File: config.mk
export PLATFORM = sky130hd
export DESIGN_NAME = lcsp_port
export DESIGN_NICKNAME = d
export VERILOG_FILES = /design/src/shared/lcsp_pkg.sv /design/src/logic/lcsp_channel.sv /design/src/logic/lcsp_port.sv
export SDC_FILE = /design/constraint.sdc
export NUM_CORES = 1
export LEC_CHECK = 0
export ABC_AREA = 1
export BUFFER_PORTS_ARGS = -buffer_cell sky130_fd_sc_hd__buf_2
export CAP_MARGIN = 10
export CORE_MARGIN = 4
export CORE_UTILIZATION = 44
export DETAILED_ROUTE_END_ITERATION = 7
export PLACE_DENSITY = 0.8
export SLEW_MARGIN = 10
export SYNTH_ARGS = -nofsm -noshare
export SYNTH_HDL_FRONTEND = slang
export SYNTH_SLANG_ARGS = --single-unit
File: constraint.sdc
create_clock -name clk_sys -period 1.6 [get_ports clk_sys]
set_input_delay 0.16 -clock clk_sys [delete_from_list [all_inputs] [get_ports clk_sys]]
set_output_delay 0.16 -clock clk_sys [all_outputs]
set_load 0.01 [all_outputs]
File: src/shared/lcsp_pkg.sv
// Package for the line interface control and status port.
// Assumes a byte-wide register port with a channel select from the host interface.
package lcsp_pkg;
    // ------------------------------------------------------------------
    // Register map
    // ------------------------------------------------------------------
    localparam logic [7:0] LCSP_OFS_DRIVE     = 8'h80;
    localparam logic [7:0] LCSP_OFS_SCAN      = 8'h81;
    localparam logic [7:0] LCSP_DRIVE_RESET   = 8'h00;
    localparam int         LCSP_BIT_LOOPBACK  = 1;
    localparam int         LCSP_BIT_BUILDOUT  = 2;
    localparam int         LCSP_BIT_ENCDIS    = 3;
    localparam int         LCSP_BIT_LOCKLOST  = 1;
    localparam int         LCSP_NUM_CHANNELS  = 6;
    localparam int         LCSP_NIBBLE_W      = 4;
    localparam int         LCSP_PKT_BIT       = 1;

    // Per-channel pins toward the line interface unit.
    typedef struct packed {
        logic local_loopback_out;
        logic encoder_disable_out;
        logic buildout_select_out;
    } lcsp_liu_ctl_t;
endpackage
File: src/logic/lcsp_channel.sv
// One channel's drive register, scan input and receive status outputs.
// Assumes all inputs except lock lost arrive on clk_sys.
`timescale 1ns/1ns
module lcsp_channel #(
    parameter int NIB_W = lcsp_pkg::LCSP_NIBBLE_W
) (
    input  wire logic                  clk_sys,
    input  wire logic                  reset,
    input  wire logic                  drive_we,
    input  wire logic [7:0]            wdata,
    input  wire logic                  rx_lock_lost_in,
    input  wire logic                  frame_lost,
    input  wire logic                  hdlc_enable,
    input  wire logic                  nib_update,
    input  wire logic [NIB_W-1:0]      nib_data,
    input  wire logic [NIB_W-1:0]      pkt_data,
    output logic [7:0]                 drive_q,
    output logic [7:0]                 scan_q,
    output lcsp_pkg::lcsp_liu_ctl_t    liu_ctl,
    output logic                       rx_frame_lost_flag,
    output logic [NIB_W-1:0]           rx_quad_bit_out
);
    if (NIB_W <= lcsp_pkg::LCSP_PKT_BIT) begin : g_bad_width
        $error("lcsp_channel: nibble too narrow for the packet bit");
    end

    logic [7:0]       drive_ff,  nxt_drive;
    logic [1:0]       lol_ff,    nxt_lol;
    logic             oof_ff,    nxt_oof;
    logic [NIB_W-1:0] nib_ff,    nxt_nib;

    always_comb begin
        nxt_drive = drive_ff;
        if (drive_we) begin
            nxt_drive = wdata;
        end
        // Two stages because the lock signal comes from the unit's own clock.
        nxt_lol = {lol_ff[0], rx_lock_lost_in};
        nxt_oof = frame_lost;
        nxt_nib = nib_ff;
        if (nib_update) begin
            nxt_nib = nib_data;
            if (hdlc_enable) begin
                nxt_nib[lcsp_pkg::LCSP_PKT_BIT] = pkt_data[lcsp_pkg::LCSP_PKT_BIT];
            end
        end
    end

    always_ff @(posedge clk_sys) begin
        if (reset) begin
            drive_ff <= lcsp_pkg::LCSP_DRIVE_RESET;
            lol_ff   <= '0;
            oof_ff   <= 1'b1;
            nib_ff   <= '0;
        end else begin
            drive_ff <= nxt_drive;
            lol_ff   <= nxt_lol;
            oof_ff   <= nxt_oof;
            nib_ff   <= nxt_nib;
        end
    end

    always_comb begin
        drive_q = drive_ff;
        scan_q  = 8'h00;
        scan_q[lcsp_pkg::LCSP_BIT_LOCKLOST] = lol_ff[1];
        liu_ctl.local_loopback_out  = drive_ff[lcsp_pkg::LCSP_BIT_LOOPBACK];
        liu_ctl.encoder_disable_out = drive_ff[lcsp_pkg::LCSP_BIT_ENCDIS];
        liu_ctl.buildout_select_out = drive_ff[lcsp_pkg::LCSP_BIT_BUILDOUT];
        rx_frame_lost_flag = oof_ff;
        rx_quad_bit_out    = nib_ff;
    end

    // The sampled reset in some antecedents keeps the release edge out, since
    // disable iff looks at the current reset level, already low at that edge.
    chk_loop_follows_write: assert property (@(posedge clk_sys) disable iff (reset)
        drive_we |=> liu_ctl.local_loopback_out == $past(wdata[lcsp_pkg::LCSP_BIT_LOOPBACK]))
        else $error("loopback output does not follow written bit");
    chk_encdis_follows: assert property (@(posedge clk_sys) disable iff (reset)
        drive_we |=> liu_ctl.encoder_disable_out == $past(wdata[lcsp_pkg::LCSP_BIT_ENCDIS]))
        else $error("encoder disable does not follow written bit");
    chk_scan_lock_bit: assert property (@(posedge clk_sys) disable iff (reset)
        $rose(rx_lock_lost_in) ##1 rx_lock_lost_in ##1 rx_lock_lost_in
        |-> scan_q[lcsp_pkg::LCSP_BIT_LOCKLOST])
        else $error("lock lost not reported in scan register");
    chk_oof_tracks: assert property (@(posedge clk_sys) disable iff (reset)
        !reset && frame_lost |=> rx_frame_lost_flag)
        else $error("out of frame flag not raised");
    chk_oof_clears: assert property (@(posedge clk_sys) disable iff (reset)
        !reset && !frame_lost |=> !rx_frame_lost_flag)
        else $error("out of frame flag not cleared");
    chk_pkt_mux_bit: assert property (@(posedge clk_sys) disable iff (reset)
        nib_update && hdlc_enable
        |=> rx_quad_bit_out[lcsp_pkg::LCSP_PKT_BIT] == $past(pkt_data[lcsp_pkg::LCSP_PKT_BIT]))
        else $error("packet bit not on nibble bit 1");
    chk_nib_hold: assert property (@(posedge clk_sys) disable iff (reset)
        !reset && !nib_update |=> $stable(rx_quad_bit_out))
        else $error("nibble changed without update edge");
    chk_buildout_out: assert property (@(posedge clk_sys) disable iff (reset)
        drive_we |=> liu_ctl.buildout_select_out == $past(wdata[lcsp_pkg::LCSP_BIT_BUILDOUT]))
        else $error("buildout select does not follow written bit");
    chk_reset_clear: assert property (@(posedge clk_sys)
        reset |=> drive_q == lcsp_pkg::LCSP_DRIVE_RESET)
        else $error("drive register not cleared by reset");
endmodule

File: src/logic/lcsp_port.sv
// Line interface control and status port for all channels of the framer.
// Assumes the host interface decodes the channel and gives one-cycle write strobes.
// Function
// - Writing one to drive bit 1 raises the local loopback output.
// - Scan bit 1 shows the lock lost input level after a two-stage synchroniser.
// - Encoder disable output follows drive bit 3.
// - In E3 the build-out select is a general output from the control bit.
// - The out of frame flag is high while the framer has lost frame sync.
// - The out of frame flag drops once the framer is aligned again.
// - With packet mode on, received packet bit 1 goes out on nibble bit 1.
// - Each nibble output changes only on the payload clock update edge or on reset.
`timescale 1ns/1ns
module lcsp_port #(
    parameter int CHANNELS = lcsp_pkg::LCSP_NUM_CHANNELS,
    parameter int NIB_W    = lcsp_pkg::LCSP_NIBBLE_W
) (
    input  wire logic                                clk_sys,
    input  wire logic                                reset,
    input  wire logic                                reg_wr,
    input  wire logic                                reg_rd,
    input  wire logic [7:0]                          reg_addr,
    input  wire logic [$clog2(CHANNELS)-1:0]         reg_chan,
    input  wire logic [7:0]                          reg_wdata,
    output logic [7:0]                               reg_rdata,
    input  wire logic [CHANNELS-1:0]                 rx_lock_lost_in,
    input  wire logic [CHANNELS-1:0]                 frame_lost,
    input  wire logic [CHANNELS-1:0]                 hdlc_enable,
    input  wire logic [CHANNELS-1:0]                 nib_update,
    input  wire logic [CHANNELS-1:0][NIB_W-1:0]      nib_data,
    input  wire logic [CHANNELS-1:0][NIB_W-1:0]      pkt_data,
    output lcsp_pkg::lcsp_liu_ctl_t [CHANNELS-1:0]   liu_ctl,
    output logic [CHANNELS-1:0]                      rx_frame_lost_flag,
    output logic [CHANNELS-1:0][NIB_W-1:0]           rx_quad_bit_out
);
    // A single channel would leave the channel select without bits.
    if (CHANNELS < 2 || NIB_W <= lcsp_pkg::LCSP_PKT_BIT) begin : g_bad_params
        $error("lcsp_port: unsupported parameters");
    end

    logic [CHANNELS-1:0][7:0] drive_q;
    logic [CHANNELS-1:0][7:0] scan_q;
    logic [7:0]               rdata_ff, nxt_rdata;

    // ------------------------------------------------------------------
    // Channels
    // ------------------------------------------------------------------
    // independent channel copies
    for (genvar c = 0; c < CHANNELS; c++) begin : g_chan
        lcsp_channel #(.NIB_W(NIB_W)) u_chan (
            .clk_sys            (clk_sys),
            .reset              (reset),
            .drive_we           (reg_wr && reg_addr == lcsp_pkg::LCSP_OFS_DRIVE
                                 && reg_chan == c),
            .wdata              (reg_wdata),
            .rx_lock_lost_in    (rx_lock_lost_in[c]),
            .frame_lost         (frame_lost[c]),
            .hdlc_enable        (hdlc_enable[c]),
            .nib_update         (nib_update[c]),
            .nib_data           (nib_data[c]),
            .pkt_data           (pkt_data[c]),
            .drive_q            (drive_q[c]),
            .scan_q             (scan_q[c]),
            .liu_ctl            (liu_ctl[c]),
            .rx_frame_lost_flag (rx_frame_lost_flag[c]),
            .rx_quad_bit_out    (rx_quad_bit_out[c])
        );
    end

    // ------------------------------------------------------------------
    // Read path
    // ------------------------------------------------------------------
    // Unmapped offsets and channels read as zero so software sees no stale data.
    always_comb begin
        nxt_rdata = rdata_ff;
        if (reg_rd) begin
            nxt_rdata = 8'h00;
            if (int'(reg_chan) < CHANNELS) begin
                case (reg_addr)
                    lcsp_pkg::LCSP_OFS_DRIVE: nxt_rdata = drive_q[reg_chan];
                    lcsp_pkg::LCSP_OFS_SCAN:  nxt_rdata = scan_q[reg_chan];
                    default:                  nxt_rdata = 8'h00;
                endcase
            end
        end
    end

    always_ff @(posedge clk_sys) begin
        if (reset) begin
            rdata_ff <= 8'h00;
        end else begin
            rdata_ff <= nxt_rdata;
        end
    end

    assign reg_rdata = rdata_ff;

    chk_scan_read_back: assert property (@(posedge clk_sys) disable iff (reset)
        reg_rd && reg_addr == lcsp_pkg::LCSP_OFS_SCAN && int'(reg_chan) < CHANNELS
        |=> reg_rdata == $past(scan_q[reg_chan]))
        else $error("scan read does not return lock state");
    chk_drive_read_back: assert property (@(posedge clk_sys) disable iff (reset)
        reg_rd && reg_addr == lcsp_pkg::LCSP_OFS_DRIVE && int'(reg_chan) < CHANNELS
        |=> reg_rdata == $past(drive_q[reg_chan]))
        else $error("drive read does not return register contents");
endmodule

==> results.txt, run 1 <==
The final-layout worst hold slack is 23.4 ps. The die area came out at 11,200 um^2. The number of hold-slack violations in the final timing report came to 0.

The number of cell instances on the worst register-to-register path came out at 8. The worst endpoint data arrival time came out at 1430 ps. The reg-to-reg startpoint is g_chan[0].u_chan.drive_q[1].

The critical-path maximum fanout is 1. The internal reg-to-reg setup slack came out at 640 ps. The total leakage power is 0.00235 uW. The number of input and output port buffers inserted came out at 132. The final standard cell area without fillers is 5170 um^2.

The area after detailed placement is 4820 um^2. The transition time at the pin with the least slew margin is 515 ps. The post-synthesis to final-layout area growth is 22.8%. The tightest slew margin relative to the limit came out at 0.656. The final-report max-slew violation count was 0. The power share of the combinational group came out at 0.105. The mean cell area of the mapped netlist is 7.66 um^2. The total area inside the core boundary comes to between 9000 and 10,000 um^2.

Setup repair after global routing left no endpoint under its margin. The placed wire-length estimate is between 7 and 8 mm. The number of buffers created by CTS came out at 9. The number of instances in the placed design is 779. The average via count per standard cell is 4.88. The sum of negative setup slack is 0 ps. The met3 track demand over resource came out at 0.0374. The flow ran to the end, and the final reports show no timing, DRC or antenna violations. The via count of the first global-routing pass came out at approximately 3,900. Clock tree synthesis found a total of 98 sinks. After the first detailed-routing iteration, the DRC count stood at 141. Entering global routing, the biggest net connects 51 pins. The net switching share of the total power came out at 0.278.

For hold timing, the worst endpoint is g_chan[0].u_chan.rx_quad_bit_out[2]. The mapped cell area came out at ~4200 um^2. The number of cells on the worst hold path is 3.

The synthesized netlist contains 27 unique library cells. The routed layout has 3,954 vias. The initial core utilization came out at 0.454. For this block, the routed nets add up to 10.7 mm of wire. Leaving out filler cells and counting taps, the final layout contains 810. Tracing the worst setup path back leads to its startpoint at rx_lock_lost_in[0].

The placement row count is 35. The routed length per placed instance is 13.2 um. The ratio of cells with drive above 1 in the final layout is 0.280. Subtracting the final worst setup slack from the clock period gives 1180 ps. The diode insertion count for antenna repair is 0. The initial antenna violation count is 0. By area the synthesized netlist is led by sky130_fd_sc_hd__dfxtp_1 (47%), sky130_fd_sc_hd__nand2_1 (12%), sky130_fd_sc_hd__a21oi_1 (7.7%).

The number of inserted filler cells in the final layout came out at 856. In this run the most used layer during global routing was met2. The sequential cells in the finished layout cover a total of roughly 2000 um^2.

The class of the most critical setup path is primary input to flip-flop. The final routed DRC violation total came out at 0. The max-capacitance violation count came out at 0.

The final clock period utilization by the worst path is 0.736. The pre-antenna-repair detailed-routing pass consisted of 5 iterations. The cell internal power dissipation is around 3300 uW. The power spent charging and discharging nets is 1280 uW. The clock network power share is 0.345. The library cell used most frequently in the layout, excluding fill and tap cells, is sky130_fd_sc_hd__nand2_1. The die height is roughly 110 um. The library cell used as clock root buffer is sky130_fd_sc_hd__clkbuf_8. From left edge to right edge, the die measures roughly 110 um. The depth of the CTS H-tree came out at 3. The count of antenna-violating nets left after detailed routing came out at 0.

The top-area cell type share of the netlist area is 0.466. The boundary pin count is between 150 and 200. The final standard cell utilization of the core came out at 0.557.

The synthesized design contains 98 register bits. The worst setup path is captured at a flip-flop. The area occupied by multi-input gates is between 1500 and 2000 um^2. The final-report setup violation count came out at 0. The buffer depth of the longest clock path is 2.

The worst supply voltage drop on vdd came out at 0.552 mV. In the layout the commonest cells are sky130_fd_sc_hd__nand2_1 (139), sky130_fd_sc_hd__buf_2 (132), sky130_fd_sc_hd__dfxtp_1 (98). The routing usage on met1 came out at 0.223. Counting every net in the synthesized netlist gives 645. After technology mapping, the gate count stands at 550. TritonCTS built the clock tree. The first global-routing pass estimated 17.8 mm of wire.

The final weighted congestion of routability-driven global placement came out at a little over 0.8. For this run, the number of Yosys warnings is 0. The final global-route overflow total came out at 0. In this run the most critical hold path is launched from nib_data[2]. In the global route stage, overall resource usage came out at 0.193. The post-CTS setup repair buffer count came out at 0.

The sequential share of power is 0.550. The register area share after synthesis is 0.466. The type of origin of the critical path is a primary input. The worst clock skew came out at 15.1 ps. The net count of the finished layout is roughly 770.

Clock-pin slew was measured on the worst setup and hold paths at 100 ps. The clock latency of the later-clocked register in the worst-skew pair is 370 ps. The biggest area contributor in the post-synthesis netlist is sky130_fd_sc_hd__dfxtp_1. The highest clock rate came out at roughly 850 MHz. In this run the worst hold path is classified as primary input to flip-flop.

The power density over the cells is 890 nW/um^2. In this run the critical register-to-register path is captured at reg_rdata[1]. For this run, global-route usage on met2 was measured as 0.347. Data on the critical path is required at its endpoint by 1850 ps.
## per-layer routing
metal	wire [um]	vias up
met1	4160	1766
met2	5380	179
met3	932	17
met4	186	0
li1	-	1992
met5	0	-
## registers in the layout, summed over array words and instances (netlist names)
register,flops
reg_rdata,8
g_chan.u_chan.rx_quad_bit_out,24
g_chan.u_chan.lol_ff,12
g_chan.u_chan.rx_frame_lost_flag,6
g_chan.u_chan.drive_q,48
## worst max-delay path by stage
stage / end / slack, ps / depth (start not counted)
floorplan: g_chan[1].u_chan.drive_q[0] / 440 / 6
global placement: g_chan[2].u_chan.drive_q[2] / 210 / 9
detailed placement: g_chan[3].u_chan.drive_q[1] / 140 / 6
CTS: g_chan[0].u_chan.lol_ff[0] / 450 / 5
global route: g_chan[3].u_chan.drive_q[3] / 360 / 6
finish: g_chan[0].u_chan.lol_ff[0] / 420 / 5
## per-stage QoR
step	total power [uW]	worst slack [ps]
after floorplan	2820	444
after global placement	3020	212
after detailed placement	3040	141
after CTS	4650	455
after global routing	4810	360
final	4600	422
## synthesized netlist by cell type, drive strengths merged
cell type	instances
nor2	63
a22oi	15
a21oi	65
inv	56
o21ai	26
nand4	4
buf	32
or2	6
nand3	13
nand2	144
dfxtp	98
o2111ai	1
o211ai	12
clkinv	1
nor3	4
clkbuf	10
## final cells by class
| cell class | instances | share of cell area |
|---|---|---|
| clock buffer | 9 | 0.0240 |
| clock inverter | 7 | 0.0143 |
| inverter | 57 | 0.0419 |
| multi-input combinational | 353 | 0.338 |
| sequential | 98 | 0.379 |
| tap | 129 | 0.0312 |
| timing repair buffer | 157 | 0.171 |
## power groups by stage
stage               clock network (uW)  registers (uW)  logic, uW
global placement                     0            2580        441
floorplan                            0            2600        219
global route                      1730            2540        540
detailed placement                   0            2580        456
CTS                               1630            2530        485
finish                            1590            2530        484
## cells by family (layout without fill, tap and decap cells)
group / count (synthesis) / count (layout) / synth area share
AOI/OAI and AO/OA: 119 / 119 / 0.158
buffers and inverters: 99 / 230 / 0.119
DFF: 98 / 98 / 0.466
and+or+nand+nor: 234 / 234 / 0.256
## worst max-delay path: stages
cell	delay, ps
sky130_fd_sc_hd__dlygate4sd3_1	540
sky130_fd_sc_hd__buf_2	120
sky130_fd_sc_hd__inv_1	40
sky130_fd_sc_hd__nor2_1	30
sky130_fd_sc_hd__dlygate4sd3_1	540
## timing repair
action / in CTS / in global routing
hold buffers: 15 / 0
endpoints found under the hold margin: 13 / 0
resized for setup: 0 / 0
Power figures use the tool's default switching activity.
==> run 2, diff against run 1 <==
--- a/config.mk
+++ b/config.mk
@@ -11,7 +11,7 @@
 export CORE_MARGIN = 4
 export CORE_UTILIZATION = 44
 export DETAILED_ROUTE_END_ITERATION = 7
-export PLACE_DENSITY = 0.8
+export PLACE_DENSITY = 0.83
 export SLEW_MARGIN = 10
 export SYNTH_ARGS = -nofsm -noshare
 export SYNTH_HDL_FRONTEND = slang
==> constraint.sdc (replaced) <==
create_clock -name clk_sys -period 1.05 [get_ports clk_sys]
set_input_delay 0.105 -clock clk_sys [delete_from_list [all_inputs] [get_ports clk_sys]]
set_output_delay 0.105 -clock clk_sys [all_outputs]
set_load 0.01 [all_outputs]
==> results.txt, run 2 (synthesized netlist as in run 1, its figures left out) <==
The most common library cell in the layout ignoring fill and taps is sky130_fd_sc_hd__nand2_1. The count of antenna-violating nets left after detailed routing was 0 (unchanged). The die height is 106 um (unchanged). The final routed DRC violation total came out at 0 (unchanged).

The detailed-router iteration count before antenna repair is 4 (-1). The internal reg-to-reg setup slack was 20 ps (-620 ps). The total leakage power is 0.00254 uW (+8.1%).

The wire length reported by the detailed router came out at 11.6 mm (+8.5%). The highest clock rate came out at 957 MHz. The DRC marker count from the first detailed-route iteration is 170 (+21%). The final-report setup violation count is 0 (unchanged). The placement row count came out at 35 (unchanged).

The final clock period utilization by the worst path is 0.995. The number of buffers created by CTS came out at 9 (unchanged). The register area is 1970 um^2 (+0.45%).

The highest layer touched by signal routing is met4. The transition time at the pin with the least slew margin was 361 ps (-154 ps). The die area is 11,200 um^2 (unchanged). The all-layer global routing usage came out at 0.208 (+0.0150). The critical path required time came out at 940 ps (-910 ps). The routed length per placed instance came out at 13.7 um (+3.8%).

In this run the worst hold path is classified as primary input to flip-flop. Walking the worst path, the cells encountered are buf_4 > buf_6. The number of input and output port buffers inserted is 132 (unchanged). The number of cell instances on the worst register-to-register path came out at 9 (+1). The via count of the first global-routing pass is 4,143 (+6.3%).

The number of hold-slack violations in the final timing report is 0 (unchanged). The post-layout instance count excluding filler cells is 846 (+4.4%). The boundary pin count came out at 151 (unchanged).

The sum of negative setup slack is 0 ps (unchanged). The final global-route overflow total is 0 (unchanged). The met3 wire length is 928 um (-0.43%).

The flow ran to the end, and the final reports show no timing, DRC or antenna violations. The placed wire-length estimate is 7.96 mm (+1.8%). The tree is rooted in a sky130_fd_sc_hd__clkbuf_8. The average via count per standard cell came out at 4.99 (+2.2%). The final-stage net count was 807 (+4.7%).

The max-capacitance violation count came to 0 (unchanged). The depth of the CTS H-tree was 3 (unchanged). The initial antenna violation count came to 0 (unchanged). The number of instances in the placed design is 797 (+2.3%).

The clock sink count came to 98 (unchanged). The reg-to-reg startpoint is g_chan[0].u_chan.drive_q[1]. The wire length of the first global-routing pass is 19.0 mm (+6.8%). The maximum number of pins on one net before global-route repair is 53 (+3.9%). The tightest slew margin relative to the limit was 0.758 (+0.102). The critical-path maximum fanout came out at 3 (+2).

The routed length on met2 is 5.85 mm (+8.7%). The worst setup path is launched from a flip-flop. In the layout the commonest cells are sky130_fd_sc_hd__nand2_1 (138), sky130_fd_sc_hd__buf_2 (131), sky130_fd_sc_hd__dfxtp_1 (91). The power density over the cells was 1280 nW/um^2 (+43%).

The number of inserted filler cells in the final layout came out at 760 (-11%). The worst stage delay on the critical path came out at 340 ps (-200 ps). The number of cells on the worst hold path is 3 (unchanged).

The endpoint of the worst hold-timing path is g_chan[4].u_chan.drive_q[6]. The worst setup path is captured at an output pin. The class of the most critical setup path is flip-flop to output pin. The area occupied by multi-input gates came out at 1790 um^2 (+2.3%). The final-report max-slew violation count came to 0 (unchanged). The diode insertion count for antenna repair came out at 0 (unchanged). The overall power of the completed layout is 7180 uW (+56%). The routed metal-1 wire length is 4.56 mm (+9.5%).

The buffer depth of the longest clock path is 2 (unchanged). The worst supply voltage drop on vdd came out at 0.657 mV (+19%). The number of flip-flops in the largest register came out at 48 (unchanged).

The clock latency of the later-clocked register in the worst-skew pair came out at 370 ps (about the same). The final weighted congestion of routability-driven global placement is 0.910 (+10%). The worst clock skew came out at 12.8 ps (-2.26 ps).

The ratio of cells with drive above 1 in the final layout came out at 0.314 (+0.0333). In this run the most critical hold path is launched from reg_wdata[6]. Setup repair after global routing could not meet its margin everywhere. The core area came to 9280 um^2 (unchanged). The final critical path time including I/O delays and setup is 1040 ps. TritonCTS built the clock tree.

The via count was 4,220 (+6.7%). The post-synthesis to final-layout area growth is 33.6%. The clock-pin slew of the registers on the worst-case setup and hold paths is 120 ps (+20 ps). The worst endpoint data arrival time is 940 ps (-490 ps). For this design, the slowest cell found on the critical path is sky130_fd_sc_hd__dfxtp_2. The overall die width came out at 106 um (unchanged). The initial core utilization came out at 0.454 (unchanged).

The endpoint identified for the worst register-to-register timing path is reg_rdata[1].
-- run 2: changes by cell type in the layout (fill, tap and decap cells not counted), moves of 3 or more --
cell,previous run,this run
sky130_fd_sc_hd__buf_4,10,23
sky130_fd_sc_hd__a21oi_2,0,3
sky130_fd_sc_hd__dfxtp_2,0,7
sky130_fd_sc_hd__inv_6,0,3
sky130_fd_sc_hd__dfxtp_1,98,91
sky130_fd_sc_hd__a21oi_1,65,62
sky130_fd_sc_hd__buf_12,0,6
sky130_fd_sc_hd__dlygate4sd3_1,15,31
sky130_fd_sc_hd__nor2_4,2,5
-- run 2: power breakdown --
part           internal (uW)  switching (uW)  leakage (uW)
Clock                    949            1490      0.000102
Combinational            407             472       0.00163
Sequential              3810            42.2      0.000803
Total                   5170            2010       0.00254
-- run 2: worst max-delay path, delay by kind of cell (launching register included) --
kind / cells / cell delay (ps)
buf+inv: 2 / 240
flops: 1 / 340
-- run 2: worst max-delay path by stage --
stage | startpoint | endpoint | slack (ps) | cells after the start
CTS | g_chan[1].u_chan.drive_q[1] | liu_ctl[5] | 4 | 1
finish | g_chan[0].u_chan.drive_q[1] | liu_ctl[2] | 5 | 2
floorplan | reg_addr[3] | g_chan[2].u_chan.drive_q[3] | 10 | 8
global route | g_chan[5].u_chan.drive_q[1] | reg_rdata[1] | -90 | 8
detailed placement | reg_addr[3] | g_chan[2].u_chan.drive_q[2] | -270 | 9
global placement | reg_addr[3] | g_chan[2].u_chan.drive_q[6] | -250 | 9
-- run 2: what timing repair did --
| item | in CTS | in global routing |
|---|---|---|
| endpoints found under the setup margin | 1 | 9 |
| setup buffers | 1 | 2 |
| hold buffers | 31 | 0 |
| resized for setup | 2 | 12 |
| pin swaps | 0 | 12 |
| hold endpoints to repair | 31 | 0 |
-- run 2: stage by stage --
stage                     cell area (um^2)   util  hold WS, ps  setup slack (ps)
after CTS                             5570  0.600         14.6              3.95
final                                 5630  0.606         36.1              5.15
after global placement                5050  0.544          291              -245
after global routing                  5630  0.606         35.6             -90.4
after detailed placement              5050  0.544          292              -266
after floorplan                       4240      -          209              9.93
-- run 2: layout make-up --
type                       instances  share of cell area
tap                              129              0.0287
multi-input combinational        353               0.318
timing repair buffer             193               0.228
clock buffer                       9              0.0220
sequential                        98               0.350
inverter                          57              0.0396
clock inverter                     7              0.0140
-- run 2: per-layer routing --
metal | global-route usage | vias up
met1 | 0.238 | 1931
met3 | 0.0472 | 24
met5 | 0 | -
met2 | 0.371 | 201
met4 | 0.0879 | 0
li1 | - | 2064
